$ cat src/hdl/ics_map.svh
// Register offsets, field positions, reset values and timing constants
`ifndef ICS_MAP_SVH
`define ICS_MAP_SVH

`define ICS_CLK_PERIOD_NS 50
`define ICS_NREG 12
`define ICS_ADDR_W 7
`define ICS_PCNT_W 16

// Register offsets
`define ICS_A_REVISION 7'h00
`define ICS_A_RANGE_UPPER 7'h01
`define ICS_A_RANGE_LOWER 7'h02
`define ICS_A_LOW_FREQ 7'h03
`define ICS_A_CONV_CFG 7'h04
`define ICS_A_RSVD_05 7'h05
`define ICS_A_RSVD_06 7'h06
`define ICS_A_THR_HIGH 7'h07
`define ICS_A_RSVD_08 7'h08
`define ICS_A_THR_LOW 7'h09
`define ICS_A_PIN_CFG 7'h0a
`define ICS_A_POWER 7'h0b
`define ICS_A_STATUS 7'h20
`define ICS_A_RSVD_21 7'h21
`define ICS_A_PROX 7'h22
`define ICS_A_FREQ_LOW 7'h23
`define ICS_A_FREQ_MID 7'h24
`define ICS_A_FREQ_HIGH 7'h25
`define ICS_A_LOCK_LAST 7'h05

// Reset values
`define ICS_R_RANGE_UPPER 8'h0e
`define ICS_R_RANGE_LOWER 8'h14
`define ICS_R_LOW_FREQ 8'h45
`define ICS_R_CONV_CFG 8'h1b
`define ICS_R_RSVD_05 8'h01
`define ICS_R_RSVD_06 8'hff
`define ICS_R_THR_HIGH 8'hff
`define ICS_R_RSVD_08 8'h00
`define ICS_R_THR_LOW 8'h00
`define ICS_R_PIN_CFG 8'h00
`define ICS_R_POWER 8'h00
`define ICS_R_ZERO 8'h00

// Fields
`define ICS_PWR_BIT 0
`define ICS_MODE_MSB 2
`define ICS_DIR_BIT 7
`define ICS_MODE_OFF 3'h0
`define ICS_MODE_WAKE 3'h1
`define ICS_MODE_COMP 3'h2
`define ICS_MODE_DATA_READY_MODE 3'h4
`define ICS_LAST_BIT 3'h7

// Pin synchroniser lanes
`define ICS_IN_SCLK 0
`define ICS_IN_CS 1
`define ICS_IN_SDI 2
`define ICS_NIN 3
`define ICS_IN_RST 3'h2

`endif

$ cat src/hdl/ics_pkg.sv
// Types shared by the inductive sensor interface controller
`include "ics_map.svh"
package ics_pkg;

   typedef enum logic [1:0] {
      ICS_DR_IDLE = 2'b00,
      ICS_DR_HOLD = 2'b01,
      ICS_DR_GAP = 2'b11,
      ICS_DR_PULSE = 2'b10
   } ics_dr_t;

   typedef struct packed {
      logic osc_stopped;
      logic [7:0] prox;
      logic [23:0] freq;
   } ics_result_t;

   typedef struct packed {
      logic [2:0][`ICS_NIN-1:0] sync;
      logic [`ICS_NIN-1:0] lvl;
      logic [`ICS_NREG-1:0][7:0] cfg;
      ics_result_t res;
      logic comp;
      logic wake;
      ics_dr_t dr;
      logic [`ICS_PCNT_W-1:0] pcnt;
      logic data_ph;
      logic rd;
      logic [`ICS_ADDR_W-1:0] addr;
      logic [2:0] bcnt;
      logic [7:0] sin;
      logic [7:0] sout;
      logic sdo;
      logic sdo_oe_n;
      logic int_n;
      logic conv_en;
   } ics_state_t;

endpackage
$ cat src/hdl/ics_ctrl.sv
// Inductive sensor interface controller: SPI slave, register map, interrupt pin
//
// How it works
// - Reset leaves standby; conversions run only while the power mode bit is set.
// - Comparator mode: pin asserts above high threshold, releases below low threshold.
// - Wake-up mode: pin asserts above high threshold, holds until mode is left.
// - Data-ready mode: pin asserts per new result, clears on proximity read command.
// - New result during an open transaction only pulses the pin.
// - Pure SPI slave; never starts a transfer or drives data unselected.
// - First byte is direction bit plus 7-bit address, then data bytes.
// - Each chip select assertion starts fresh; first byte is a command.
// - Output changes on falling serial clock; input sampled on rising edge.
// - Single write commits on the rising edge of serial clock sixteen.
// - Chip select released before clock sixteen discards the write.
// - Holding chip select past sixteen clocks continues with incrementing addresses.
// - Extended read shifts, extended write stores, one register per eight clocks.
// - Burst from proximity register returns proximity then 24-bit frequency count.
// - Registers 0x01 to 0x05 ignore writes while active mode is selected.
// - Status: oscillator stopped, data-ready low, wake-up, comparator; low nibble zero.
// - Pin function: 000 off, 001 wake-up, 010 comparator, 100 data-ready.
// - Unread results make data-ready pulse once per period, one sensor period long.
////////////////////////////////////////////////////////////////////////////////
`include "ics_map.svh"

module ics_ctrl
   import ics_pkg::*;
#(
   parameter logic [7:0] REVISION = 8'h5a,   // Arbitrary value
   parameter int SENSOR_PERIOD_NS = 200
) (
   // Clock and reset
   input wire logic ref_clk,
   input wire logic rst,
   // SPI pins
   input wire logic sclk,
   input wire logic chip_select_n,
   input wire logic sdi,
   output logic sdo_out,
   output logic sdo_oe_n,
   // Measurement core
   input wire logic conv_done,
   input ics_result_t conv_result,
   output logic conv_enable,
   // Interrupt pin
   output logic interrupt_pin_n
);

   ////////////////////////////////////////////////////////////////////////////
   // Derived constants
   localparam int PULSE_CYC =
      (SENSOR_PERIOD_NS + `ICS_CLK_PERIOD_NS - 1) / `ICS_CLK_PERIOD_NS;
   localparam logic [`ICS_PCNT_W-1:0] PULSE_LAST = `ICS_PCNT_W'(PULSE_CYC - 1);

   // Refuse pulse widths the counter cannot hold
   if (PULSE_CYC < 1 || PULSE_CYC > (1 << `ICS_PCNT_W)) begin : g_bad_period
      $error("SENSOR_PERIOD_NS out of range");
   end

   function automatic logic [`ICS_NREG-1:0][7:0] cfg_reset();
      logic [`ICS_NREG-1:0][7:0] v;
      v = '0;
      v[`ICS_A_RANGE_UPPER] = `ICS_R_RANGE_UPPER;
      v[`ICS_A_RANGE_LOWER] = `ICS_R_RANGE_LOWER;
      v[`ICS_A_LOW_FREQ] = `ICS_R_LOW_FREQ;
      v[`ICS_A_CONV_CFG] = `ICS_R_CONV_CFG;
      v[`ICS_A_RSVD_05] = `ICS_R_RSVD_05;
      v[`ICS_A_RSVD_06] = `ICS_R_RSVD_06;
      v[`ICS_A_THR_HIGH] = `ICS_R_THR_HIGH;
      v[`ICS_A_RSVD_08] = `ICS_R_RSVD_08;
      v[`ICS_A_THR_LOW] = `ICS_R_THR_LOW;
      v[`ICS_A_PIN_CFG] = `ICS_R_PIN_CFG;
      v[`ICS_A_POWER] = `ICS_R_POWER;
      return v;
   endfunction

   localparam logic [`ICS_NREG-1:0][7:0] CFG_RST = cfg_reset();

   ////////////////////////////////////////////////////////////////////////////
   // State
   ics_state_t st_reg;
   ics_state_t st_next;

   logic [`ICS_NIN-1:0] pins_in;
   logic [`ICS_NIN-1:0] lvl_new;
   logic sclk_rise;
   logic sclk_fall;
   logic cs_start;
   logic cs_act;
   logic [7:0] byte_in;
   logic cmd_take;
   logic wr_fire;
   logic wr_ok;
   logic read_prox;
   logic conv_ev;
   logic pwr;
   logic [2:0] mode;
   logic above_hi;
   logic below_lo;
   logic [`ICS_ADDR_W-1:0] addr_inc;

   assign pins_in = {sdi, chip_select_n, sclk};
   assign pwr = st_reg.cfg[`ICS_A_POWER][`ICS_PWR_BIT];
   assign mode = st_reg.cfg[`ICS_A_PIN_CFG][`ICS_MODE_MSB:0];

   // Read mux; status and result bytes are snapshots taken at load time
   function automatic logic [7:0] read_val(ics_state_t s, logic [`ICS_ADDR_W-1:0] a);
      logic [7:0] v;
      v = `ICS_R_ZERO;
      unique case (a)
         `ICS_A_REVISION: v = REVISION;
         `ICS_A_RANGE_UPPER, `ICS_A_RANGE_LOWER, `ICS_A_LOW_FREQ, `ICS_A_CONV_CFG,
         `ICS_A_RSVD_05, `ICS_A_RSVD_06, `ICS_A_THR_HIGH, `ICS_A_RSVD_08,
         `ICS_A_THR_LOW, `ICS_A_PIN_CFG, `ICS_A_POWER: v = s.cfg[a[3:0]];
         `ICS_A_STATUS: v = {s.res.osc_stopped, ~(s.dr == ICS_DR_HOLD ||
                             s.dr == ICS_DR_PULSE), s.wake, s.comp, 4'h0};
         `ICS_A_PROX: v = s.res.prox;
         `ICS_A_FREQ_LOW: v = s.res.freq[7:0];
         `ICS_A_FREQ_MID: v = s.res.freq[15:8];
         `ICS_A_FREQ_HIGH: v = s.res.freq[23:16];
         default: v = `ICS_R_ZERO;
      endcase
      return v;
   endfunction

   ////////////////////////////////////////////////////////////////////////////
   // Next-state logic
   always_comb begin
      st_next = st_reg;

      // Three-stage pin synchronisers; a level counts once stages two and three agree
      st_next.sync[0] = pins_in;
      st_next.sync[1] = st_reg.sync[0];
      st_next.sync[2] = st_reg.sync[1];
      for (int i = 0; i < `ICS_NIN; i++) begin
         lvl_new[i] = (st_reg.sync[1][i] == st_reg.sync[2][i]) ?
                      st_reg.sync[2][i] : st_reg.lvl[i];
      end
      st_next.lvl = lvl_new;

      sclk_rise = lvl_new[`ICS_IN_SCLK] && !st_reg.lvl[`ICS_IN_SCLK];
      sclk_fall = !lvl_new[`ICS_IN_SCLK] && st_reg.lvl[`ICS_IN_SCLK];
      cs_start = !lvl_new[`ICS_IN_CS] && st_reg.lvl[`ICS_IN_CS];
      cs_act = !lvl_new[`ICS_IN_CS];
      byte_in = {st_reg.sin[6:0], lvl_new[`ICS_IN_SDI]};
      addr_inc = st_reg.addr + `ICS_ADDR_W'(1);

      cmd_take = cs_act && sclk_rise && !st_reg.data_ph && st_reg.bcnt == `ICS_LAST_BIT;
      wr_fire = cs_act && sclk_rise && st_reg.data_ph && !st_reg.rd &&
                st_reg.bcnt == `ICS_LAST_BIT;
      wr_ok = st_reg.addr != `ICS_A_REVISION && st_reg.addr != `ICS_A_RSVD_05 &&
              st_reg.addr <= `ICS_A_POWER &&
              !(pwr && st_reg.addr <= `ICS_A_LOCK_LAST);
      read_prox = cmd_take && byte_in[`ICS_DIR_BIT] &&
                  byte_in[`ICS_ADDR_W-1:0] == `ICS_A_PROX;

      // Only acts on pin edges from the host; no self-started traffic
      if (!cs_act) begin
         st_next.data_ph = 1'b0;
         st_next.bcnt = 3'h0;
      end else if (cs_start) begin
         st_next.data_ph = 1'b0;
         st_next.rd = 1'b0;
         st_next.bcnt = 3'h0;
      end else if (sclk_rise) begin
         st_next.sin = byte_in;
         st_next.bcnt = st_reg.bcnt + 3'h1;
         if (cmd_take) begin
            st_next.data_ph = 1'b1;
            st_next.rd = byte_in[`ICS_DIR_BIT];
            st_next.addr = byte_in[`ICS_ADDR_W-1:0];
            st_next.sout = read_val(st_reg, byte_in[`ICS_ADDR_W-1:0]);
         end else if (st_reg.data_ph && st_reg.bcnt == `ICS_LAST_BIT) begin
            // Each further byte moves to the next register
            st_next.addr = addr_inc;
            if (st_reg.rd) begin
               st_next.sout = read_val(st_reg, addr_inc);
            end else if (wr_ok) begin
               // Byte complete only at clock sixteen, then every eighth clock after it; early release never gets here
               st_next.cfg[st_reg.addr[3:0]] = byte_in;
            end
         end
      end else if (sclk_fall && st_reg.data_ph && st_reg.rd) begin
         st_next.sdo = st_reg.sout[7];
         st_next.sout = {st_reg.sout[6:0], 1'b0};
      end
      st_next.sdo_oe_n = !cs_act;

      // Conversion results
      st_next.conv_en = pwr;
      conv_ev = conv_done && st_reg.conv_en;
      above_hi = conv_result.prox > st_reg.cfg[`ICS_A_THR_HIGH];
      below_lo = conv_result.prox < st_reg.cfg[`ICS_A_THR_LOW];
      if (conv_ev) begin
         st_next.res = conv_result;
         if (above_hi) begin
            st_next.comp = 1'b1;
         end else if (below_lo) begin
            st_next.comp = 1'b0;
         end
      end
      if (mode != `ICS_MODE_WAKE) begin
         st_next.wake = 1'b0;
      end else if (conv_ev && above_hi) begin
         st_next.wake = 1'b1;
      end

      // Data-ready sequencer; a new result wins over a clearing read in HOLD, the clearing read wins in GAP
      unique case (st_reg.dr)
         ICS_DR_IDLE: begin
            if (conv_ev) begin
               st_next.dr = cs_act ? ICS_DR_PULSE : ICS_DR_HOLD;
               st_next.pcnt = PULSE_LAST;
            end
         end
         ICS_DR_HOLD: begin
            if (conv_ev) begin
               // Unread result: brief release gives the host a fresh falling edge
               st_next.dr = ICS_DR_GAP;
               st_next.pcnt = PULSE_LAST;
            end else if (read_prox) begin
               st_next.dr = ICS_DR_IDLE;
            end
         end
         ICS_DR_GAP: begin
            if (read_prox) begin
               st_next.dr = ICS_DR_IDLE;
            end else if (st_reg.pcnt == '0) begin
               st_next.dr = ICS_DR_HOLD;
            end else begin
               st_next.pcnt = st_reg.pcnt - `ICS_PCNT_W'(1);
            end
         end
         ICS_DR_PULSE: begin
            if (conv_ev) begin
               st_next.pcnt = PULSE_LAST;
            end else if (st_reg.pcnt == '0) begin
               st_next.dr = ICS_DR_IDLE;
            end else begin
               st_next.pcnt = st_reg.pcnt - `ICS_PCNT_W'(1);
            end
         end
      endcase

      // Pin function select; undefined codes leave the pin idle
      unique case (mode)
         `ICS_MODE_WAKE: st_next.int_n = !st_reg.wake;
         `ICS_MODE_COMP: st_next.int_n = !st_reg.comp;
         `ICS_MODE_DATA_READY_MODE: st_next.int_n = !(st_reg.dr == ICS_DR_HOLD ||
                                           st_reg.dr == ICS_DR_PULSE);
         default: st_next.int_n = 1'b1;
      endcase
   end

   ////////////////////////////////////////////////////////////////////////////
   // State register
   always_ff @(posedge ref_clk or posedge rst) begin
      if (rst) begin
         st_reg <= '0;
         st_reg.sync <= {3{`ICS_IN_RST}};
         st_reg.lvl <= `ICS_IN_RST;
         st_reg.cfg <= CFG_RST;
         st_reg.dr <= ICS_DR_IDLE;
         st_reg.sdo_oe_n <= 1'b1;
         st_reg.int_n <= 1'b1;
      end else begin
         st_reg <= st_next;
      end
   end

   assign sdo_out = st_reg.sdo;
   assign sdo_oe_n = st_reg.sdo_oe_n;
   assign conv_enable = st_reg.conv_en;
   assign interrupt_pin_n = st_reg.int_n;
endmodule // ics_ctrl

$ cat config.mk
export PLATFORM = sky130hd
export DESIGN_NAME = ics_ctrl
export DESIGN_NICKNAME = d
export VERILOG_FILES = /design/src/hdl/ics_pkg.sv /design/src/hdl/ics_ctrl.sv
export VERILOG_INCLUDE_DIRS = /design/src /design/src/hdl
export SDC_FILE = /design/constraint.sdc
export NUM_CORES = 1
export LEC_CHECK = 0
export ABC_CLOCK_PERIOD_IN_PS = 12950
export BUFFER_PORTS_ARGS = -buffer_cell sky130_fd_sc_hd__buf_2
export CAP_MARGIN = 10
export CORE_MARGIN = 4
export CORE_UTILIZATION = 50
export CTS_BUF_LIST = sky130_fd_sc_hd__clkbuf_16
export DETAILED_ROUTE_END_ITERATION = 16
export PLACE_DENSITY = 0.67
export SLEW_MARGIN = 15
export SYNTH_ARGS = -nofsm -noshare
export SYNTH_HDL_FRONTEND = slang
export SYNTH_SLANG_ARGS = --single-unit
export TNS_END_PERCENT = 20
$ cat constraint.sdc
create_clock -name ref_clk -period 12.95 [get_ports ref_clk]
set_input_delay 2.59 -clock ref_clk [delete_from_list [all_inputs] [get_ports ref_clk]]
set_output_delay 2.59 -clock ref_clk [all_outputs]
set_load 0.02 [all_outputs]
==> impl_metrics.toml, run 1 <==
[worst_setup_path]
worst_ep_required_time_ps = 13310
timing.rr.start = "st_reg[23]$_DFFE_PP0P_"
worstPathBufferInverterCount = 2
worstRegToRegCells = 9
critPathKind = "primary input to flip-flop"
start_kind = "primary input"
cp_cell_sequence = "buf_2, and2_1, buf_4, nor2_1, a31oi_2, and3_1, nand2_1, or4_1, a21oi_1"
path_max_fanout = 37
arrival_time_at_the_worst_endpoint_ps = 4600
rr_endpoint = "st_reg[10]$_DFFE_PP0P_"
slowest_stage = "sky130_fd_sc_hd__or4_1"
timing.critical_path.slowest_cell_delay_ps = 410
timing.reg2reg.setup_slack_ps = 9110
worst_path_dominant_cell_family = "simple AND/OR/NAND/NOR gates"
endpoint_kind = "flip-flop"

[placement]
buffer_ports.inserted = 42
dp.final_hpwl_um = 20150
gpl.final_weighted_congestion = 0.8862
dpl-instance-area_um2 = 11320
dpl.cell_count = 1236

[synthesis]
synth.distinct_cells = 93
netlist_area_before_placement_um2 = 11080
synthesis_stage_register_bit_count = 191
syn-instance-count = 980
postSynth.asyncResetShare = 1.000
synthesis.yosys.warnings = 0
ys_dominant_reg_cell = "sky130_fd_sc_hd__dfrtp_1"
post-synth-top-area-fraction = 0.3546
synth.largest_area_cell = "sky130_fd_sc_hd__dfrtp_1"
synth_top_cells_by_area = "sky130_fd_sc_hd__dfrtp_1, sky130_fd_sc_hd__dfstp_2, sky130_fd_sc_hd__mux4_2"
ys_top_cells_by_count = "sky130_fd_sc_hd__dfrtp_1, sky130_fd_sc_hd__nand2_1, sky130_fd_sc_hd__nor2_1, sky130_fd_sc_hd__a21oi_1"
yosys.cell_count.top_type = "sky130_fd_sc_hd__dfrtp_1"
post_synth.cell_area_avg_um2 = 11.31
yosysSeqAreaShare = 0.4352
total_nets_after_synthesis = 1049
post_synth_edffs = 0

[power]
clock_power_share = 0.370
power_frac_seq = 0.464
combinationalPowerShare = 0.166
vdd.ir_drop.worst_mv = 0.09772
power-per-cell-area_nw_per_um2 = 114.0
internal_power_w = 0.0009372
switching_share = 0.3073
power.switching_w = 0.0004157
p_leak_nw = 5.216

[sta]
timing_max_transition_violations_final = 0
final_hold_viol_count = 0
fin_setup_tns_ps = 0
timing.final.crit_period_ps = 4238
timing.max_slew.rel_slack = 0.3850
finalSetupViolations = 0
highest_clock_frequency_the_design_can_meet_mhz = 236.0
finalCritPeriodShare = 0.3273
rsz0062_at_grt = "false"
timing_worst_slew_pin_value_ps = 919.0
skew_ps = 11.22

[worst_hold_path]
whs_path_depth = 0
whs_endpoint = "st_next[192]$_DFF_PP0_"
class_of_the_most_critical_hold_timing_path = "flip-flop to flip-flop"
worstHoldStart = "st_next[189]$_DFF_PP0_"

[clock_tree]
cts_hold_buf = 0
clock_tree.buffer_depth = 2
cts_resized = 0
root_buffer = "sky130_fd_sc_hd__clkbuf_16"
cts_num_sinks = 191
cts_setup_buffers = 0
clkSlewWorstSetupHoldPaths_ps = 70
worstSkewPairLatency_ps = 450
cts_inserted_buffers = 17
ctsHtreeMaxLevel = 4
clock_tree_from_tritoncts = "done"

[routing]
antenna_left = 0
drc_errors = 0
detail_route.first_pass.iterations = 5
detailroute.via_count = 7957
viasPerCell = 6.275
wirelength_um = 28860
drt-wirelength-per-cell_um = 22.76
initialDrtViolationCount = 714

[layout]
area_growth_from_synthesis_to_layout_pct = 7.137
fraction_of_final_layout_cells_with_drive_strength_greater_than_1 = 0.2814
layout.filler_cells = 1872
final_util = 0.5440
design_area_um2 = 11870
largest_reg_flops = 171
finish.net_count = 1044
num_antenna_cells = 0
instances_no_fill = 1268

[die]
floorplan.die.height_um = 156.9
placementRows = 54
number_of_top_level_pins = 43
start_util = 0.5077
dieWidth_um = 156.9
design.die.area_um2 = 24610
core_region_area_um2 = 21820

[grt]
globalRoute.totalOverflow = 0
grt_start_max_net_pins = 128
number_of_antenna_violations_at_the_first_check_in_global_routing = 1
global_route.usage.total = 0.2433
grt_pass1_vias = 7818
grt_first_pass_wirelength_um = 45710

[outcome]
run_status = "complete, no violations"

[flow_run]
cap_viol_max_count = 0
==> power groups by stage <==
stage / Sequential [W] / Clock [W] / Combinational (W)
6_report: 0.000628 / 0.000501 / 0.000224
3_5_place_dp: 0.000639 / 0 / 0.000219
2_1_floorplan: 0.000626 / 0 / 0.000156
5_1_grt: 0.000630 / 0.000530 / 0.000241
4_1_cts: 0.000628 / 0.000506 / 0.000220
3_3_place_gp: 0.000638 / 0 / 0.000217
==> final cells by class <==
class	count	area, um^2	area share
clock inverters	15	123.9	0.01043
flip-flops and latches	191	4823	0.4063
repair buffers	53	292.8	0.02466
multi-input cells	677	5714	0.4813
well taps	280	350.3	0.02951
clock buffers	17	425.4	0.03583
inverters	35	141.4	0.01191
==> logic make-up (layout without fill, tap and decap cells) <==
logic type | after synthesis | count (layout) | synth area share
AOI/OAI and AO/OA | 232 | 232 | 0.1470
xor gates and xnor gates | 13 | 13 | 0.01163
adders and majority gates | 31 | 31 | 0.03478
buffers and inverters | 112 | 120 | 0.04957
DFF | 191 | 191 | 0.4352
muxes | 154 | 154 | 0.2074
and+or+nand+nor | 247 | 247 | 0.1144
==> per-layer routing <==
metal,up-vias,wire (um),global-route usage
met1,4053,12710,0.3419
li1,3616,-,-
met5,-,20,0
met4,2,695,0.07438
met2,243,13440,0.3745
met3,43,1988,0.06167
==> layout by cell type, fill, tap and decap left out, drive strengths merged, types with 8 or more instances in the layout <==
| cell type | count |
|---|---|
| nand3 | 32 |
| and2 | 10 |
| clkinv | 8 |
| ha | 30 |
| dfstp | 34 |
| a221oi | 16 |
| or3 | 8 |
| nor3 | 26 |
| inv | 38 |
| a21oi | 46 |
| a22oi | 9 |
| o21ai | 72 |
| nand2 | 73 |
| mux2 | 95 |
| mux2i | 20 |
| dfrtp | 157 |
| a31oi | 8 |
| nor2 | 57 |
| buf | 53 |
| mux4 | 39 |
| clkbuf | 17 |
| and3 | 8 |
==> worst max-delay path by stage <==
stage / from / endpoint / slack (ps) / cells past startpoint
6_report: conv_done / st_reg[45]$_DFFE_PP0P_ / 8710 / 9
2_1_floorplan: rst / byte_in[1]$_DFFE_PP0P_ / 5220 / 1
5_1_grt: conv_done / st_reg[45]$_DFFE_PP0P_ / 8560 / 9
4_1_cts: conv_done / st_reg[45]$_DFFE_PP0P_ / 8740 / 9
3_3_place_gp: conv_done / st_reg[45]$_DFFE_PP0P_ / 8330 / 9
3_5_place_dp: conv_done / st_reg[45]$_DFFE_PP0P_ / 8280 / 9
==> stage by stage <==
step / hold WS, ps / setup WS (ps) / power, W
floorplan: 331.2 / 5217 / 0.0007811
global placement: 340.1 / 8332 / 0.0008555
detailed placement: 338.7 / 8280 / 0.0008578
CTS: 358.5 / 8737 / 0.001354
global route: 364.8 / 8555 / 0.001401
finish: 356.3 / 8712 / 0.001353
==> worst reg2reg max path, cell delays in order, from the launching register on <==
cell                      delay (ps)
sky130_fd_sc_hd__dfrtp_2         340
sky130_fd_sc_hd__buf_4           490
sky130_fd_sc_hd__ha_1            660
sky130_fd_sc_hd__xor2_2          570
sky130_fd_sc_hd__o21ai_1         170
sky130_fd_sc_hd__a21oi_2         520
sky130_fd_sc_hd__and3_1          490
sky130_fd_sc_hd__a22oi_1         150
sky130_fd_sc_hd__a31o_1          250
sky130_fd_sc_hd__a21oi_1         130
Note: power is estimated with default switching activity, not from simulation.
==> inputs of run 2 (changes only) <==
Settings changed: ABC_CLOCK_PERIOD_IN_PS 12950 to 4050.
Clock period 12.95 ns to 4.05 ns, I/O delays scaled along.
==> impl_metrics.toml, run 2 (synthesis gave the netlist of run 1 again) <==
[sta]
fin_setup_tns_ps = 0
highest_clock_frequency_the_design_can_meet_mhz = 296.6
finalCritPeriodShare = 0.8324
timing.final.ws_setup_ps = 678.7
fin_hold_ws_ps = 352.5
timing_max_transition_violations_final = 0
timing_worst_slew_pin_value_ps = 954.6
final_hold_viol_count = 0
skew_ps = 13.37
timing.final.crit_period_ps = 3371
finalSetupViolations = 0
timing.max_slew.rel_slack = 0.3613
rsz0062_at_grt = "false"

[clock_tree]
cts_setup_buffers = 0
clock_tree.buffer_depth = 2
cts_hold_buf = 0
root_buffer = "sky130_fd_sc_hd__clkbuf_16"
worstSkewPairLatency_ps = 450
clkSlewWorstSetupHoldPaths_ps = 80
cts_resized = 0
ctsHtreeMaxLevel = 4
cts_inserted_buffers = 17
clock_tree_from_tritoncts = "done"
cts_num_sinks = 191

[grt]
grt_pass1_vias = 7933
globalRoute.totalOverflow = 0
grt_first_pass_wirelength_um = 46980
grt_start_max_net_pins = 90
number_of_antenna_violations_at_the_first_check_in_global_routing = 0
global_route.usage.total = 0.2519

[die]
dieWidth_um = 156.9
design.die.area_um2 = 24610
floorplan.die.height_um = 156.9
number_of_top_level_pins = 43
core_region_area_um2 = 21820
placementRows = 54
start_util = 0.5077

[layout]
mostFrequentLayoutCell = "sky130_fd_sc_hd__dfrtp_1"
layout.filler_cells = 1877
leading_cell_types_in_the_layout_fill_and_taps_excluded = "sky130_fd_sc_hd__dfrtp_1, sky130_fd_sc_hd__nand2_1, sky130_fd_sc_hd__nor2_1, sky130_fd_sc_hd__a21oi_1, sky130_fd_sc_hd__buf_2"
area_growth_from_synthesis_to_layout_pct = 8.581
largest_reg_flops = 171
num_antenna_cells = 0
fraction_of_final_layout_cells_with_drive_strength_greater_than_1 = 0.2940
finish.net_count = 1056
design_area_um2 = 12030

[worst_setup_path]
endpoint_kind = "flip-flop"
critPathKind = "flip-flop to flip-flop"
path_max_fanout = 19
start_kind = "flip-flop"
worst_ep_required_time_ps = 4360
arrival_time_at_the_worst_endpoint_ps = 3680

[placement]
buffer_ports.inserted = 42
dpl-instance-area_um2 = 11430
gpl.final_weighted_congestion = 0.9247
setup_slack_placement_ps = 736.6
dp.final_hpwl_um = 21870

[routing]
initialDrtViolationCount = 873
drc_errors = 0
detailroute.via_count = 8098
detail_route.first_pass.iterations = 6
wirelength_um = 30190
viasPerCell = 6.327
antenna_left = 0
drt-wirelength-per-cell_um = 23.59

[power]
vdd.ir_drop.worst_mv = 0.2378
power-per-cell-area_nw_per_um2 = 372.9
post-layout-total-power_w = 0.004486
p_leak_nw = 5.298

[outcome]
run_status = "complete, no violations"

[flow_run]
cap_viol_max_count = 0

[worst_hold_path]
class_of_the_most_critical_hold_timing_path = "flip-flop to flip-flop"
-- run 2: power by group --
group / total (W) / switching, W / internal (W)
registers: 0.00203 / 0.0000920 / 0.00194
clock network: 0.00171 / 0.000824 / 0.000882
logic: 0.000752 / 0.000513 / 0.000239
total: 0.00449 / 0.00143 / 0.00306
-- run 2: layer usage --
| layer | track usage | part of all wire | up-vias |
|---|---|---|---|
| met1 | 0.3691 | 0.44 | 4027 |
| met3 | 0.05614 | 0.078 | 71 |
| met4 | 0.08512 | 0.035 | 0 |
| met2 | 0.3720 | 0.44 | 343 |
| li1 | - | - | 3657 |
| met5 | 0 | 0 | - |
-- run 2: worst max-delay path, cell delays in order, from the launching register on --
cell	delay [ps]
sky130_fd_sc_hd__dfrtp_2	660
sky130_fd_sc_hd__inv_1	210
sky130_fd_sc_hd__ha_1	560
sky130_fd_sc_hd__buf_4	370
sky130_fd_sc_hd__mux4_2	380
sky130_fd_sc_hd__mux2i_1	140
sky130_fd_sc_hd__o2bb2ai_1	150
sky130_fd_sc_hd__a22o_1	270
sky130_fd_sc_hd__a221oi_1	360
sky130_fd_sc_hd__o21ai_1	130
-- run 2: final timing paths --
path | start | to | slack [ps] | depth (start not counted)
setup / recovery | st_reg[23]$_DFFE_PP0P_ | st_reg[11]$_DFFE_PP0P_ | 680 | 9
hold / removal | st_next[189]$_DFF_PP0_ | st_next[192]$_DFF_PP0_ | 350 | 0
setup reg to reg | st_reg[23]$_DFFE_PP0P_ | st_reg[11]$_DFFE_PP0P_ | 680 | 9
hold reg to reg | st_next[189]$_DFF_PP0_ | st_next[192]$_DFF_PP0_ | 350 | 0
max in group asynchronous | rst | st_reg[23]$_DFFE_PP0P_ | 2620 | 3
min in group asynchronous | rst | st_next[192]$_DFF_PP0_ | 490 | 2
-- run 2: area by class of cell --
class                           count  area, um^2  area share
Clock inverter                     15       172.7     0.01435
Multi-Input combinational cell    677        5714      0.4749
Clock buffer                       17       425.4     0.03536
Timing Repair Buffer               65       407.9     0.03390
Tap cell                          280       350.3     0.02912
Inverter                           35       137.6     0.01144
Sequential cell                   191        4823      0.4009
-- run 2: metrics by stage --
stage          instances    util
2_1_floorplan        980       -
3_3_place_gp        1248  0.5239
3_5_place_dp        1248  0.5239
4_1_cts             1280  0.5513
5_1_grt             1280  0.5513
6_report            1280  0.5513
==> inputs of run 3 (changes only) <==
Settings changed: ABC_CLOCK_PERIOD_IN_PS 4050 to 2800, PLACE_DENSITY 0.67 to 0.69.
Clock period 4.05 ns to 2.8 ns, I/O delays scaled along.
==> impl_metrics.toml, run 3 (synthesis gave the netlist of run 1 again) <==
[worst_setup_path]
arrival_time_at_the_worst_endpoint_ps = 3030
cp_cell_sequence = "ha_1, nand2_1, o31ai_4, nor2_1, o211a_2, a22o_1, a221oi_1, o21ai_1"
worstPathBufferInverterCount = 0
worst_ep_required_time_ps = 3110
path_max_fanout = 10
start_kind = "flip-flop"
slowest_stage = "sky130_fd_sc_hd__dfrtp_1"
timing.reg2reg.setup_slack_ps = 80
rr_endpoint = "st_reg[11]$_DFFE_PP0P_"
endpoint_kind = "flip-flop"
critPathKind = "flip-flop to flip-flop"
timing.rr.start = "st_reg[24]$_DFFE_PP0P_"
timing.critical_path.slowest_cell_delay_ps = 440
worst_path_dominant_cell_family = "compound AO/OA/AOI/OAI gates"
worstRegToRegCells = 8

[routing]
antenna_left = 0
drt-wirelength-per-cell_um = 23.65
wirelength_um = 31130
detailroute.via_count = 8352
drc_errors = 0
viasPerCell = 6.347
initialDrtViolationCount = 805
detail_route.first_pass.iterations = 7

[layout]
leading_cell_types_in_the_layout_fill_and_taps_excluded = "sky130_fd_sc_hd__dfrtp_1, sky130_fd_sc_hd__nand2_1, sky130_fd_sc_hd__buf_4, sky130_fd_sc_hd__nor2_1, sky130_fd_sc_hd__a21oi_1"
multiInputGateArea_um2 = 5744
area_growth_from_synthesis_to_layout_pct = 10.96
mostFrequentLayoutCell = "sky130_fd_sc_hd__dfrtp_1"
final_util = 0.5634
instances_no_fill = 1316
fraction_of_final_layout_cells_with_drive_strength_greater_than_1 = 0.3176
layout.filler_cells = 1851
seqCellArea_um2 = 4823
finish.net_count = 1092
largest_reg_flops = 171
num_antenna_cells = 0

[clock_tree]
clock_tree_from_tritoncts = "done"
cts_num_sinks = 191
cts_inserted_buffers = 17
clock_tree.buffer_depth = 2
clkSlewWorstSetupHoldPaths_ps = 70
cts_hold_buf = 0
root_buffer = "sky130_fd_sc_hd__clkbuf_16"
worstSkewPairLatency_ps = 450
ctsHtreeMaxLevel = 4

[die]
core_region_area_um2 = 21820
start_util = 0.5077
number_of_top_level_pins = 43
floorplan.die.height_um = 156.9
design.die.area_um2 = 24610
placementRows = 54
dieWidth_um = 156.9

[sta]
timing_worst_slew_pin_value_ps = 801.5
final_hold_viol_count = 0
timing.final.crit_period_ps = 2722
highest_clock_frequency_the_design_can_meet_mhz = 367.4
rsz0062_at_grt = "false"
fin_hold_ws_ps = 55.41
timing.max_slew.rel_slack = 0.4615
skew_ps = 14.31
finalSetupViolations = 0
timing_max_transition_violations_final = 0
finalCritPeriodShare = 0.9720

[grt]
grt_use_met1 = 0.3659
grt_pass1_vias = 8250
number_of_antenna_violations_at_the_first_check_in_global_routing = 0
grt_first_pass_wirelength_um = 48960
grt_util_met2 = 0.4160
grt_start_max_net_pins = 67
busiest_layer = "met2"
grt_use_met3 = 0.04535
globalRoute.totalOverflow = 0
global_route.usage.total = 0.2611

[placement]
dp.final_hpwl_um = 22490
gpl.final_weighted_congestion = 0.9381
buffer_ports.inserted = 42
dpl.cell_count = 1284

[flow_run]
cap_viol_max_count = 0

[outcome]
run_status = "complete, no violations"

[power]
p_leak_nw = 5.468
power-per-cell-area_nw_per_um2 = 526.7
vdd.ir_drop.worst_mv = 0.3644

[worst_hold_path]
class_of_the_most_critical_hold_timing_path = "primary input to async pin"
## run 3: worst max-delay path by stage
stage                           start  slack (ps)  cells past startpoint                     end
3_3_place_gp   st_reg[24]$_DFFE_PP0P_         160                      8  st_reg[11]$_DFFE_PP0P_
4_1_cts        st_reg[24]$_DFFE_PP0P_          20                      8  st_reg[11]$_DFFE_PP0P_
6_report       st_reg[24]$_DFFE_PP0P_          80                      8  st_reg[11]$_DFFE_PP0P_
5_1_grt        st_reg[24]$_DFFE_PP0P_          20                      8  st_reg[11]$_DFFE_PP0P_
3_5_place_dp   st_reg[24]$_DFFE_PP0P_          40                      8  st_reg[11]$_DFFE_PP0P_
2_1_floorplan                     rst        -190                      1  byte_in[1]$_DFFE_PP0P_
## run 3: per-stage QoR
step / cell area [um^2] / worst slack (ps) / total power (W) / TNS, ps
floorplan: 11080 / -194.7 / 0.003614 / -30570
global placement: 11700 / 162.0 / 0.004099 / 0
detailed placement: 11700 / 42.56 / 0.004109 / 0
CTS: 12260 / 24.34 / 0.006493 / 0
global route: 12300 / 24.00 / 0.006724 / 0
finish: 12300 / 78.32 / 0.006476 / 0
## run 3: worst register-to-register path, stage by stage (launching register included)
cell	delay (ps)
sky130_fd_sc_hd__dfrtp_1	440
sky130_fd_sc_hd__ha_1	420
sky130_fd_sc_hd__nand2_1	170
sky130_fd_sc_hd__o31ai_4	440
sky130_fd_sc_hd__nor2_1	90
sky130_fd_sc_hd__o211a_2	330
sky130_fd_sc_hd__a22o_1	220
sky130_fd_sc_hd__a221oi_1	340
sky130_fd_sc_hd__o21ai_1	140
## run 3: timing repair
item                                    in CTS  in global routing
endpoints found under the setup margin       0                 15
buffers inserted                             0                  0
resized for setup                            0                  6
## run 3: area by class of cell
type / count / share of cell area
well taps: 280 / 0.02849
multi-input cells: 677 / 0.4672
inverters: 35 / 0.01119
repair buffers: 101 / 0.05546
clock buffers: 17 / 0.03460
flip-flops and latches: 191 / 0.3923
clock inverters: 15 / 0.01079
## run 3: power breakdown
group / switching [W] / internal (W) / total (W)
Combinational: 0.000802 / 0.000416 / 0.00122
Sequential: 0.0000600 / 0.00280 / 0.00286
Clock: 0.00116 / 0.00124 / 0.00240
## run 3: metal layers
metal,wire [um],share of wire,up-vias
li1,-,-,3719
met2,14690,0.47,352
met4,949,0.030,0
met5,0,0,-
met1,13370,0.43,4216
met3,2121,0.068,65
